### src/core/hlc_consts.vh
// constants for the hardware loop controller: states, count sources, widths and reset values
`ifndef HLC_CONSTS_VH
`define HLC_CONSTS_VH
`define HLC_ST_IDLE 2'h0
`define HLC_ST_PUSH1 2'h1
`define HLC_ST_PUSH2 2'h2
`define HLC_ST_ARM 2'h3
`define HLC_SRC_IMM 2'h0
`define HLC_SRC_REG 2'h1
`define HLC_SRC_MEM 2'h2
`define HLC_IMM_W 19
`define HLC_LF_BIT 15
`define HLC_SP_RST 4'h0
`endif

### src/core/hlc_loop_ctrl.v
// hardware loop controller: loop start sequencing and end-of-loop handling
`timescale 1ns/1ps
`include "hlc_consts.vh"
module hlc_loop_ctrl #(
  parameter AW = 32,
  parameter DW = 32,
  parameter SPW = 4
) (
  clk_sys,
  rst_b,
  loop_start,
  count_src,
  count_imm,
  count_operand,
  end_addr_ext,
  next_fetch_pointer,
  status_in,
  fetch_valid,
  fetch_addr,
  busy,
  loop_active_flag,
  loop_end_address,
  loop_iteration_count,
  stack_pointer,
  stack_wr,
  stack_wr_ptr,
  stack_high_word,
  stack_low_word,
  stack_hi_rd,
  stack_lo_rd,
  stack_lo2_hi,
  stack_lo2_lo,
  branch_back,
  branch_target,
  loop_exit,
  restored_status
);
  input clk_sys;
  input rst_b;
  input loop_start;
  input [1:0] count_src;
  input [`HLC_IMM_W-1:0] count_imm;
  input [DW-1:0] count_operand;
  input [AW-1:0] end_addr_ext;
  input [AW-1:0] next_fetch_pointer;
  input [DW-1:0] status_in;
  input fetch_valid;
  input [AW-1:0] fetch_addr;
  input [AW-1:0] stack_hi_rd;
  input [DW-1:0] stack_lo_rd;
  input [AW-1:0] stack_lo2_hi;
  input [DW-1:0] stack_lo2_lo;
  output reg busy;
  output reg loop_active_flag;
  output reg [AW-1:0] loop_end_address;
  output reg [DW-1:0] loop_iteration_count;
  output reg [SPW-1:0] stack_pointer;
  output reg stack_wr;
  output reg [SPW-1:0] stack_wr_ptr;
  output reg [AW-1:0] stack_high_word;
  output reg [DW-1:0] stack_low_word;
  output reg branch_back;
  output reg [AW-1:0] branch_target;
  output reg loop_exit;
  output reg [DW-1:0] restored_status;

  localparam ST_IDLE = `HLC_ST_IDLE;
  localparam ST_PUSH1 = `HLC_ST_PUSH1;
  localparam ST_PUSH2 = `HLC_ST_PUSH2;
  localparam ST_ARM = `HLC_ST_ARM;
  localparam LFB = `HLC_LF_BIT;
  localparam IMMW = `HLC_IMM_W;

  reg [1:0] state_q;
  reg [1:0] state_d;
  reg busy_d;
  reg flag_d;
  reg [AW-1:0] end_addr_d;
  reg [DW-1:0] count_d;
  reg [SPW-1:0] sp_d;
  reg wr_d;
  reg [SPW-1:0] wr_ptr_d;
  reg [AW-1:0] hi_word_d;
  reg [DW-1:0] lo_word_d;
  reg back_d;
  reg [AW-1:0] target_d;
  reg exit_d;
  reg [DW-1:0] status_d;
  reg [DW-1:0] new_count;
  wire at_end;
  wire count_is_one;
  wire [DW-1:0] one_cnt;
  wire [DW-1:0] count_dec;
  wire [DW-1:0] imm_ext;
  wire [SPW-1:0] sp_one;
  wire [SPW-1:0] sp_two;
  wire [SPW-1:0] sp_inc;
  wire [SPW-1:0] sp_dec2;
  wire [DW-1:0] merged_status;
  genvar gi;

  assign one_cnt = {{(DW-1){1'b0}}, 1'b1};
  assign sp_one = {{(SPW-1){1'b0}}, 1'b1};
  assign sp_two = {{(SPW-2){1'b0}}, 2'b10};
  assign sp_inc = stack_pointer + sp_one;
  assign sp_dec2 = stack_pointer - sp_two;
  // zero is kept as is: the decrement wraps, giving 2^32 passes
  assign count_dec = loop_iteration_count - one_cnt;
  assign count_is_one = (loop_iteration_count == one_cnt);
  assign imm_ext = {{(DW-IMMW){1'b0}}, count_imm};
  // compare is done on the fetch address, ahead of execution
  assign at_end = loop_active_flag && fetch_valid && !busy &&
                  (fetch_addr == loop_end_address);

  // memory operand arrives already resolved by the address unit
  always @* begin
    case (count_src)
      `HLC_SRC_IMM: new_count = imm_ext;
      `HLC_SRC_REG: new_count = count_operand;
      `HLC_SRC_MEM: new_count = count_operand;
      default: new_count = count_operand;
    endcase
  end

  // only the loop flag comes back from the stack; other status bits stay
  generate
    for (gi = 0; gi < DW; gi = gi + 1) begin : g_status
      if (gi == LFB) begin : g_flag
        assign merged_status[gi] = stack_lo_rd[gi];
      end else begin : g_keep
        assign merged_status[gi] = status_in[gi];
      end
    end
  endgenerate

  always @* begin
    state_d = state_q;
    busy_d = busy;
    flag_d = loop_active_flag;
    end_addr_d = loop_end_address;
    count_d = loop_iteration_count;
    sp_d = stack_pointer;
    wr_d = 1'b0;
    wr_ptr_d = stack_wr_ptr;
    hi_word_d = stack_high_word;
    lo_word_d = stack_low_word;
    back_d = 1'b0;
    target_d = branch_target;
    exit_d = 1'b0;
    status_d = restored_status;
    case (state_q)
      ST_IDLE: begin
        if (loop_start) begin
          state_d = ST_PUSH1;
          busy_d = 1'b1;
          // first entry: old end address and count
          wr_d = 1'b1;
          wr_ptr_d = sp_inc;
          hi_word_d = loop_end_address;
          lo_word_d = loop_iteration_count;
          sp_d = sp_inc;
          count_d = new_count;
        end else if (at_end) begin
          if (!count_is_one) begin
            count_d = count_dec;
            back_d = 1'b1;
            // registered target: the loop top is the next fetch
            target_d = stack_hi_rd;
          end else begin
            flag_d = stack_lo_rd[LFB];
            status_d = merged_status;
            end_addr_d = stack_lo2_hi;
            count_d = stack_lo2_lo;
            sp_d = sp_dec2;
            exit_d = 1'b1;
          end
        end
      end
      ST_PUSH1: begin
        state_d = ST_PUSH2;
        wr_d = 1'b1;
        wr_ptr_d = sp_inc;
        hi_word_d = next_fetch_pointer;
        lo_word_d = status_in;
        sp_d = sp_inc;
        end_addr_d = end_addr_ext;
      end
      ST_PUSH2: begin
        state_d = ST_ARM;
        flag_d = 1'b1;
      end
      ST_ARM: begin
        // one spare cycle keeps a new loop's compare off the old pipeline
        state_d = ST_IDLE;
        busy_d = 1'b0;
      end
      default: begin
        state_d = ST_IDLE;
        busy_d = 1'b0;
      end
    endcase
  end

  always @(posedge clk_sys or negedge rst_b) begin
    if (!rst_b) begin
      state_q <= ST_IDLE;
    end else begin
      state_q <= state_d;
    end
  end

  always @(posedge clk_sys or negedge rst_b) begin
    if (!rst_b) begin
      busy <= 1'b0;
    end else begin
      busy <= busy_d;
    end
  end

  always @(posedge clk_sys or negedge rst_b) begin
    if (!rst_b) begin
      loop_active_flag <= 1'b0;
    end else begin
      loop_active_flag <= flag_d;
    end
  end

  always @(posedge clk_sys or negedge rst_b) begin
    if (!rst_b) begin
      loop_end_address <= {AW{1'b0}};
    end else begin
      loop_end_address <= end_addr_d;
    end
  end

  always @(posedge clk_sys or negedge rst_b) begin
    if (!rst_b) begin
      loop_iteration_count <= {DW{1'b0}};
    end else begin
      loop_iteration_count <= count_d;
    end
  end

  always @(posedge clk_sys or negedge rst_b) begin
    if (!rst_b) begin
      stack_pointer <= `HLC_SP_RST;
    end else begin
      stack_pointer <= sp_d;
    end
  end

  always @(posedge clk_sys or negedge rst_b) begin
    if (!rst_b) begin
      stack_wr <= 1'b0;
    end else begin
      stack_wr <= wr_d;
    end
  end

  always @(posedge clk_sys or negedge rst_b) begin
    if (!rst_b) begin
      stack_wr_ptr <= `HLC_SP_RST;
    end else begin
      stack_wr_ptr <= wr_ptr_d;
    end
  end

  always @(posedge clk_sys or negedge rst_b) begin
    if (!rst_b) begin
      stack_high_word <= {AW{1'b0}};
    end else begin
      stack_high_word <= hi_word_d;
    end
  end

  always @(posedge clk_sys or negedge rst_b) begin
    if (!rst_b) begin
      stack_low_word <= {DW{1'b0}};
    end else begin
      stack_low_word <= lo_word_d;
    end
  end

  always @(posedge clk_sys or negedge rst_b) begin
    if (!rst_b) begin
      branch_back <= 1'b0;
    end else begin
      branch_back <= back_d;
    end
  end

  always @(posedge clk_sys or negedge rst_b) begin
    if (!rst_b) begin
      branch_target <= {AW{1'b0}};
    end else begin
      branch_target <= target_d;
    end
  end

  always @(posedge clk_sys or negedge rst_b) begin
    if (!rst_b) begin
      loop_exit <= 1'b0;
    end else begin
      loop_exit <= exit_d;
    end
  end

  always @(posedge clk_sys or negedge rst_b) begin
    if (!rst_b) begin
      restored_status <= {DW{1'b0}};
    end else begin
      restored_status <= status_d;
    end
  end
endmodule

### config.mk
export PLATFORM = sky130hd
export DESIGN_NAME = hlc_loop_ctrl
export DESIGN_NICKNAME = d
export VERILOG_FILES = /design/src/core/hlc_loop_ctrl.v
export VERILOG_INCLUDE_DIRS = /design/src /design/src/core
export SDC_FILE = /design/constraint.sdc
export NUM_CORES = 1
export LEC_CHECK = 0
export ABC_AREA = 1
export BUFFER_PORTS_ARGS = -buffer_cell sky130_fd_sc_hd__buf_2
export CORE_AREA = 2 2 203 205
export DETAILED_ROUTE_END_ITERATION = 12
export DIE_AREA = 0 0 205 207
export GPL_TIMING_DRIVEN = 0
export MAX_ROUTING_LAYER = met4
export RECOVER_POWER = 25
export SLEW_MARGIN = 15
export SYNTH_ARGS = -nofsm -noshare
export SYNTH_HDL_FRONTEND = slang
export SYNTH_SLANG_ARGS = --single-unit
export TNS_END_PERCENT = 100
### constraint.sdc
create_clock -name clk_sys -period 6.06 [get_ports clk_sys]
set_clock_uncertainty 0.2 [all_clocks]
set_input_delay 0.303 -clock clk_sys [delete_from_list [all_inputs] [get_ports clk_sys]]
set_output_delay 0.303 -clock clk_sys [all_outputs]
set_load 0.01 [all_outputs]
### After elaboration in Yosys (flattened, before gate mapping)

Index checks and enable logic that the tools add are counted.

* add/subtract/negate cells: 3
* multipliers: 0
* divide/modulo/power cells: 0
* order comparisons: 0
* eq/ne operators: 11
* shifts and indexed selects: 0
* multiplexer cells: 36
* bitwise gates (word level): 2
* reductions and logical operators: 18

Operators by type and width (number)
* $mux W32: 9
* $pmux W32 S2: 3
* $eq A32 B1 Y1 const B: 1
* $eq A32 B32 Y1: 1
* $sub A32 B1 Y32 const B: 1
* $mux W4: 4
* $pmux W4 S2: 2
* $reduce_and A4 Y1: 4
* $mux W1: 13
* $ne A2 B2 Y1 const B: 4
* $pmux W2 S4: 1
* $reduce_bool A2 Y1: 4
* $ne A3 B3 Y1 const B: 2
* $pmux W1 S2: 3
* $reduce_and A2 Y1: 3
* $add A4 B1 Y4 const B: 1
* $eq A2 B2 Y1 const B: 2
* $logic_not A2 Y1: 2
* $sub A4 B2 Y4 const B: 1
* $logic_and A1 B1 Y1: 3
* $reduce_and A3 Y1: 1
* $eq A2 B1 Y1 const B: 1
* $mux W2: 1
* $not A1 Y1: 2
* $logic_not A1 Y1: 1

* register bits: 207
* bits in latches: 0
* memory bits (writable): 0
* bits in read-only memories: 0
* input bits: 313
* output and inout port bits: 205
* memories kept: 0

### Logic depth before layout (Yosys ltp)

Gate-level depths: netlist of run 1.

* depth after elaboration: 6
* depth in mapped cells: 13

### Worst setup path after synthesis of run 1

OpenSTA, ideal clock, no wires.

* path kind: reg-to-reg
* start: reg state_q[0]
* end: reg stack_high_word[26]
* data arrival time: 1681 ps
* required time: 5719 ps
* path slack: 4038 ps
* cell stages (with the launch flop): 11
* clock period less this slack: 2022 ps
* path through: dfrtp_1 inv_1 ha_1 nand2_2 inv_1 nor2_2 inv_1 buf_2 clkbuf_1 nor2_1 a31oi_1

* word-level cells in the longest chain between the ends: 3
* elaborated cells on any way between the ends: 6
* classes of those cells: eq/ne (2); mux (1); reduce/logical (3)

RTL lines
* start: declaration: RTL line hlc_loop_ctrl.v:74 `reg [1:0] state_q;`
* start signal: assignment: RTL line hlc_loop_ctrl.v:208 `state_q <= state_d;`
* $eq A2 B1 Y1 or $logic_not A2 Y1 (tied branches): RTL line hlc_loop_ctrl.v:151 `case (state_q)`
* $reduce_bool A2 Y1 (no line) or $ne A2 B2 Y1 (tied branches)
* $reduce_and A2 Y1 (no line)
* end signal: assignment: RTL line hlc_loop_ctrl.v:270 `stack_high_word <= {AW{1'b0}};`
* end signal: assignment: RTL line hlc_loop_ctrl.v:272 `stack_high_word <= hi_word_d;`
* end: declaration: RTL line hlc_loop_ctrl.v:60 `output reg [AW-1:0] stack_high_word;`

Parallel ways exist; a longest one is shown, timed or not.
A chain may end at the register's enable or synchronous reset.

### Worst setup path after layout of run 1

* start: reg state_q[1]
* end: reg loop_end_address[12]

* word-level cells in the longest chain between the ends: 3
* elaborated cells on any way between the ends: 8
* classes of those cells: eq/ne (4); mux (1); reduce/logical (3)

RTL lines
* $eq A2 B1 Y1 or $logic_not A2 Y1 (tied branches): RTL line hlc_loop_ctrl.v:151
* $reduce_bool A2 Y1 (no line) or $ne A2 B2 Y1 (tied branches)
* $reduce_and A4 Y1 (no line)
* end signal: assignment: RTL line hlc_loop_ctrl.v:230 `loop_end_address <= {AW{1'b0}};`
* end signal: assignment: RTL line hlc_loop_ctrl.v:232 `loop_end_address <= end_addr_d;`
* end: declaration: RTL line hlc_loop_ctrl.v:55 `output reg [AW-1:0] loop_end_address;`

Parallel ways exist; a longest one is shown, timed or not.

==> results.sh, run 1 <==
export IMPL_status="finished clean"
export IMPL_wl_um=54800
export IMPL_seq_area_frac_synth_pct=43.9
export IMPL_crit_arrival_ns=3.95
export IMPL_start_kind="flip-flop"
export IMPL_final_max_slew_viol_count=0
export IMPL_initial_core_util_pct=29.2
export IMPL_dr_pass1_iters=7
export IMPL_grt_pass1_vias=14200
export IMPL_min_delay_start="stack_lo2_lo[30]"
export IMPL_dieArea_sq_um=42400
export IMPL_hold_ws_ns=0.0291
export IMPL_htreeDepth=1
export IMPL_hold_violations=0
export IMPL_yosys_most_used_dff="dfrtp_1"
export IMPL_cts_made_buffers=26
export IMPL_clock_root_buffer="clkbuf_16"
export IMPL_maxSlewHeadroom_pct=32.2
export IMPL_synth_cell_types=32
export IMPL_p_leak_nw=9.73
export IMPL_clockBufferDepth=3
export IMPL_regArea_sq_um=5180
export IMPL_rrSetupSlack_ns=2.39
export IMPL_power_density_nw_per_um2=430
export IMPL_io_pins=518
export IMPL_rsz0062_at_grt="no"
export IMPL_num_vias=14100
export IMPL_multiInputGateArea_sq_um=5840
export IMPL_grt_util_met1_pct=29.0
export IMPL_clkSlewWorstSetupHoldPaths_ns=0.06
export IMPL_tightest_slew_ns=1.02
export IMPL_syn_inst=1680
export IMPL_ir_drop_v=0.000209
export IMPL_hp_class="primary input to flip-flop"
export IMPL_grt_usage_pct=25.7
export IMPL_crit_fanout=10
export IMPL_antenna_found_initial=8
export IMPL_synth_area_per_cell_sq_um=7.02
export IMPL_period_minus_slack_ns=3.67
export IMPL_die_w_um=205
export IMPL_clock_latency_ns=0.55
export IMPL_num_fill_cells=4081
export IMPL_drive_gt1_share_pct=25.7
export IMPL_design_area_sq_um=18000
export IMPL_place_hpwl_um=41500
export IMPL_grt_max_degree=96
export IMPL_synth_edf_count=0
export IMPL_ys_warn_count=0
export IMPL_tns_ns=0
export IMPL_cts_setup_buffers=0
export IMPL_r2r_cells=11
export IMPL_r2r_start="state_q[1]"
export IMPL_busiest_layer="met2"
export IMPL_async_flop_share_pct=100
export IMPL_rows=74
export IMPL_worstHoldPathCells=5
export IMPL_io_buffers=485
export IMPL_rr_endpoint="loop_end_address[12]"
export IMPL_fin_crit_sh_pct=60.5
export IMPL_core_sq_um=40400
export IMPL_netlist_area_sq_um=11800
export IMPL_via_per_inst=4.74
export IMPL_synth_seq_cells=207
export IMPL_clock_sinks=207
export IMPL_nets=2735
export IMPL_clock_fmax_mhz=273
export IMPL_cp_required_ns=6.34
export IMPL_grt_pass1_wl_um=81100
export IMPL_setup_viol=0
export IMPL_die_h_um=207
export IMPL_cp_end_kind="flip-flop"
export IMPL_use_met2_pct=44.8
export IMPL_path_class="flip-flop to flip-flop"
export IMPL_use_met3_pct=4.48
export IMPL_synth_nets=2002
export IMPL_areaGrowthSynthToFinish_pct=52.5
export IMPL_wl_per_cell_um=18.5
export IMPL_hold_end="loop_iteration_count[30]"
export IMPL_globalplace_congestion=0.922
export IMPL_drcViolationCount=0
export IMPL_drv_cap=0
export IMPL_antenna_left=0
export IMPL_cts_tree="yes"
export IMPL_post_dp_cell_area_sq_um=15000
export IMPL_drtIter0Drc=958
export IMPL_gr_total_overflow=0
## through the flow
stage / util [%] / setup WS, ns / power (mW) / std cells
after floorplan: - / 4.04 / 4.33 / 1680
after global placement: 36.9 / 0.595 / 5.84 / 2697
after global routing: 44.6 / 2.15 / 8.27 / 2970
final: 44.6 / 2.39 / 7.74 / 2970
after CTS: 44.6 / 2.35 / 7.77 / 2963
after detailed placement: 37.1 / 2.89 / 5.91 / 2699
## worst max path at each step
stage                from                   end  slack, ns  depth (start not counted)
2_1_floorplan  state_q[0]   stack_high_word[26]       4.04                         10
3_3_place_gp        rst_b   stack_high_word[19]       0.60                          1
3_5_place_dp   state_q[1]  loop_end_address[12]       2.89                         10
4_1_cts        state_q[1]  loop_end_address[12]       2.35                         11
5_1_grt        state_q[1]  loop_end_address[12]       2.15                         11
6_report       state_q[1]  loop_end_address[12]       2.39                         11
## timing repair
action                                 4_1_cts  5_1_grt
gates resized for setup                      0        0
endpoints found under the hold margin      398        0
hold buffers                               218        0
## power breakdown
part	total (mW)	switching (mW)	internal (mW)
clock	1.58	0.633	0.943
sequential	2.43	0.587	1.85
combinational	3.73	2.31	1.42
## layout make-up
cell class	instances	area share, %
repair buffers	705	25.9
well taps	532	3.70
plain buffers	79	2.32
flip-flops and latches	207	28.8
clock buffers	37	4.19
clock inverters	9	0.542
multi-input cells	1298	32.5
diodes	7	0.0973
inverters	96	2.00
## critical path, stage by stage, from the launching register on
cell	delay, ns
dfrtp_1	0.38
inv_1	0.08
ha_1	0.17
buf_2	0.19
inv_1	0.09
clkbuf_1	0.76
clkbuf_1	0.70
nand2_1	0.25
nand2_1	0.11
dlygate4sd3_1	0.55
nand2_1	0.05
nand2_1	0.05
## registers in the layout, summed over array words and instances (netlist names), 2 cells and up
| name | cells |
|---|---|
| stack_wr_ptr | 4 |
| loop_iteration_count | 32 |
| branch_target | 32 |
| stack_high_word | 32 |
| stack_pointer | 4 |
| stack_low_word | 32 |
| state_q | 2 |
| loop_end_address | 32 |
| restored_status | 32 |
## synth_stat cells, types with 4 or more instances
library cell	count	area (sq um)
nand2_1	768	2880
dfrtp_1	207	5180
nor2_1	204	766
inv_1	86	323
o21ai_0	69	345
a31oi_1	64	400
nand3_1	57	285
clkbuf_1	44	165
nand3_2	32	320
xor2_1	21	184
nor2_2	13	81.3
xnor2_1	12	105
o21ai_1	11	55.1
buf_2	10	50.1
buf_6	10	113
buf_4	9	67.6
ha_1	9	113
inv_2	7	26.3
nor2_4	7	78.8
a21oi_1	6	30.0
buf_1	6	22.5
nand4_1	6	37.5
nor3_1	4	20.0
## kinds of logic (layout without fill, tap and decap cells)
logic type	after synthesis	after routing	share of synthesized area [%]
compound gates	150	150	7.04
xor+xnor	33	33	2.45
fa+ha+maj	9	9	0.954
buf+inv	175	926	6.60
flops	207	207	43.9
other cells	0	7	0
simple gates	1106	1106	39.1
## placed cells by master (no fill, tap or decap), drive strengths merged, types with 12 or more instances in the layout
| cell type | netlist | final |
|---|---|---|
| nand3 | 89 | 89 |
| nor2 | 224 | 224 |
| inv | 93 | 93 |
| xor2 | 21 | 21 |
| dlygate4sd3 | 0 | 218 |
| xnor2 | 12 | 12 |
| o21ai | 80 | 80 |
| clkbuf | 44 | 82 |
| a31oi | 64 | 64 |
| nand2 | 773 | 773 |
| dfrtp | 207 | 207 |
| buf | 35 | 521 |
## metal layers
metal | up-vias | routed length, um | share of wire, %
met5 | - | 0 | 0
met4 | 0 | 2140 | 3.9
met3 | 125 | 3980 | 7.3
met2 | 633 | 27200 | 50
met1 | 6577 | 21500 | 39
li1 | 6743 | - | -
(Power assumes the default switching activity.)
==> run 2, diff against run 1 <==
--- a/config.mk
+++ b/config.mk
@@ -6,11 +6,11 @@
 export SDC_FILE = /design/constraint.sdc
 export NUM_CORES = 1
 export LEC_CHECK = 0
-export ABC_AREA = 1
+export ABC_AREA = 0
 export BUFFER_PORTS_ARGS = -buffer_cell sky130_fd_sc_hd__buf_2
-export CORE_AREA = 2 2 203 205
+export CORE_AREA = 2 2 204 206
 export DETAILED_ROUTE_END_ITERATION = 12
-export DIE_AREA = 0 0 205 207
+export DIE_AREA = 0 0 206 208
 export GPL_TIMING_DRIVEN = 0
 export MAX_ROUTING_LAYER = met4
 export RECOVER_POWER = 25
==> constraint.sdc (replaced) <==
create_clock -name clk_sys -period 3.4 [get_ports clk_sys]
set_clock_uncertainty 0.2 [all_clocks]
set_input_delay 0.17 -clock clk_sys [delete_from_list [all_inputs] [get_ports clk_sys]]
set_output_delay 0.17 -clock clk_sys [all_outputs]
set_load 0.01 [all_outputs]
==> run 2 against run 1 <==
The flow now finishes with violations (capacitance limit, slew limit, setup timing). Die area grew 0.97%. Via count is 10% lower. Count of clock-buffer cells in the layout is 3 lower. Global-route usage up 0.099 points. Routed wire length increased by 2.1%.
==> results.sh, run 2 <==
export IMPL_met1Wirelength_um=22600
export IMPL_path_class="flip-flop to flip-flop"
export IMPL_period_minus_slack_ns=3.48
export IMPL_drv_cap=1
export IMPL_globalplace_congestion=0.929
export IMPL_clock_root_buffer="clkbuf_16"
export IMPL_setup_ws_ns=-0.0771
export IMPL_rows=74
export IMPL_crit_top_cell="or4_4"
export IMPL_drcViolationCount=0
export IMPL_crit_arrival_ns=3.72
export IMPL_cpPeakStageDelay_ns=0.61
export IMPL_netlist_area_sq_um=11200
export IMPL_dr_pass1_iters=5
export IMPL_synth_largest_area_cell="dfrtp_1"
export IMPL_synthTopCellsByArea="dfrtp_1 (46%), mux2i_1 (10%), nand2_1 (7.7%)"
export IMPL_yosys_most_used_dff="dfrtp_1"
export IMPL_ys_warn_count=0
export IMPL_areaGrowthSynthToFinish_pct=63.0
export IMPL_clock_sinks=207
export IMPL_regArea_sq_um=5190
export IMPL_clkSlewWorstSetupHoldPaths_ns=0.06
export IMPL_cts_tree="yes"
export IMPL_die_h_um=208
export IMPL_cp_required_ns=3.64
export IMPL_violations="capacitance limit, slew limit, setup timing"
export IMPL_rsz0062_at_grt="yes"
export IMPL_top_layer="met4"
export IMPL_hp_class="primary input to flip-flop"
export IMPL_ir_drop_v=0.000401
export IMPL_place_hpwl_um=42100
export IMPL_grt_max_degree=101
export IMPL_synth_edf_count=0
export IMPL_antenna_found_initial=10
export IMPL_p_leak_nw=8.78
export IMPL_via_per_inst=5.03
export IMPL_maxSlewHeadroom_pct=-41.5
export IMPL_io_pins=518
export IMPL_cp_end_kind="flip-flop"
export IMPL_seq_area_frac_synth_pct=46.1
export IMPL_place_inst=2195
export IMPL_synth_top_area_share_pct=46.1
export IMPL_wl_met2_um=28300
export IMPL_clock_fmax_mhz=288
export IMPL_synth_commonest_cells="nand2_1 (229), dfrtp_1 (207), mux2i_1 (113), o21ai_0 (95), a211oi_1 (63)"
export IMPL_drtIter0Drc=777
export IMPL_num_fill_cells=3979
export IMPL_pre_cts_ws_ns=-1.21
export IMPL_synth_seq_cells=207
export IMPL_initial_core_util_pct=27.7
export IMPL_async_flop_share_pct=100
export IMPL_io_buffers=486
export IMPL_synth_nets=1495
export IMPL_die_w_um=206
export IMPL_start_kind="flip-flop"
export IMPL_dieArea_sq_um=42800
export IMPL_nets=2276
export IMPL_yosysMostFrequentCell="nand2_1"
export IMPL_clock_latency_ns=0.56
export IMPL_grt_pass1_vias=12900
export IMPL_clockBufferDepth=3
export IMPL_antenna_left=0
export IMPL_wl_um=56000
export IMPL_gr_total_overflow=0
export IMPL_fin_crit_sh_pct=102
export IMPL_post_dp_cell_area_sq_um=14400
export IMPL_grt_pass1_wl_um=80400
export IMPL_crit_fanout=5
export IMPL_tightest_slew_ns=2.12
export IMPL_syn_inst=1173
export IMPL_cts_made_buffers=26
export IMPL_wl_met3_um=3470
export IMPL_drive_gt1_share_pct=31.8
export IMPL_power_density_nw_per_um2=726
export IMPL_multiInputGateArea_sq_um=5950
export IMPL_final_cell_mix="buf_2 (414), dlygate4sd3_1 (245), nand2_1 (228)"
export IMPL_core_sq_um=40600
export IMPL_num_vias=12600
export IMPL_htreeDepth=1
export IMPL_final_max_slew_viol_count=36
export IMPL_path_cells="or4_4, or3_4, or4_4, or4_4, buf_12, buf_12, mux2i_1, a211oi_1"
export IMPL_wl_per_cell_um=22.3
export IMPL_grt_usage_pct=25.8
export IMPL_layout_cells_most_common="buf_2"
export IMPL_hold_violations=0
export IMPL_synth_cell_types=59
export IMPL_design_area_sq_um=18300
export IMPL_fin_util_pct=45.1
export IMPL_final_cells=2513
export IMPL_synth_area_per_cell_sq_um=9.58
export IMPL_hold_ws_ns=0.0230
export IMPL_slowest_stage="or4_4"
export IMPL_setup_viol=19
export IMPL_status="finished with violations"
run 2: cell count changes in the layout (fill, tap and decap cells not counted), moves of 51 or more:
cell,delta
a31oi_1,-64
inv_1,-71
nand2_1,-540
clkbuf_1,+76
nor2_1,-166
mux2_2,+51
buf_2,-80
mux2i_1,+110
nor3_1,+51
run 2: cell type report:
cell class | count | area share, %
plain buffers | 85 | 2.57
well taps | 532 | 3.64
multi-input cells | 859 | 32.5
flip-flops and latches | 207 | 28.3
clock buffers | 34 | 3.94
diodes | 10 | 0.137
clock inverters | 11 | 0.403
inverters | 17 | 0.349
repair buffers | 758 | 28.2
run 2: what timing repair did:
| item | 4_1_cts | 5_1_grt |
|---|---|---|
| hold buffers | 246 | 0 |
| buffers inserted | 12 | 6 |
| cloned | 2 | 2 |
| hold endpoints to repair | 402 | 0 |
| resized for setup | 85 | 49 |
| endpoints found under the setup margin | 161 | 121 |
| pin swaps | 35 | 23 |
run 2: logic make-up (layout without fill, tap and decap cells):
family | count (synthesis) | in the layout | share of synthesized area (%)
flip-flops | 207 | 207 | 46.1
other | 0 | 10 | 0
multiplexers | 164 | 164 | 15.2
buffers and inverters | 107 | 905 | 3.82
adder cells (fa/ha/maj) | 9 | 9 | 1.00
AO/OA/AOI/OAI | 241 | 241 | 14.6
XOR/XNOR | 43 | 43 | 3.35
AND/OR/NAND/NOR | 402 | 402 | 15.9
run 2: path summary, 6_finish.rpt:
| path | from | endpoint | slack, ns | cells past startpoint |
|---|---|---|---|---|
| max | loop_iteration_count[21] | loop_end_address[19] | -0.08 | 8 |
| max in group asynchronous | rst_b | loop_iteration_count[13] | 0.28 | 4 |
| min in group asynchronous | rst_b | restored_status[9] | 1.24 | 3 |
| min | fetch_addr[0] | loop_exit | 0.02 | 6 |
| max reg2reg | loop_iteration_count[21] | loop_end_address[19] | -0.08 | 8 |
| min reg2reg | restored_status[16] | restored_status[16] | 0.26 | 2 |
run 2: critical path: cells and delay by family, from the launching register on:
kind	cells	cell delay [ns]
flops	1	0.37
buf+inv	2	0.30
mux	1	0.12
compound gates	1	0.28
simple gates	4	2.07
run 2: metrics by stage:
| stage | TNS (ns) | power [mW] |
|---|---|---|
| after floorplan | 0 | 7.38 |
| after detailed placement | -101.18 | 10.2 |
| final | -0.504 | 13.3 |
| after CTS | -1.04 | 13.3 |
| after global placement | -544.29 | 10.0 |
| after global routing | -4.63 | 14.2 |
run 2: power by group:
part           switching (mW)  leakage [nW]  total [mW]  internal [mW]
Clock                    1.13         0.401        2.62           1.49
Sequential               1.10          2.66        4.38           3.28
Combinational            3.71          5.71        6.30           2.59
Total                    5.94          8.78        13.3           7.36
run 2: routing by layer:
layer / up-vias / GRT usage [%]
li1: 5801 / -
met1: 6207 / 30.2
met5: - / -
met3: 95 / 4.34
met4: 0 / 8.37
met2: 537 / 44.6
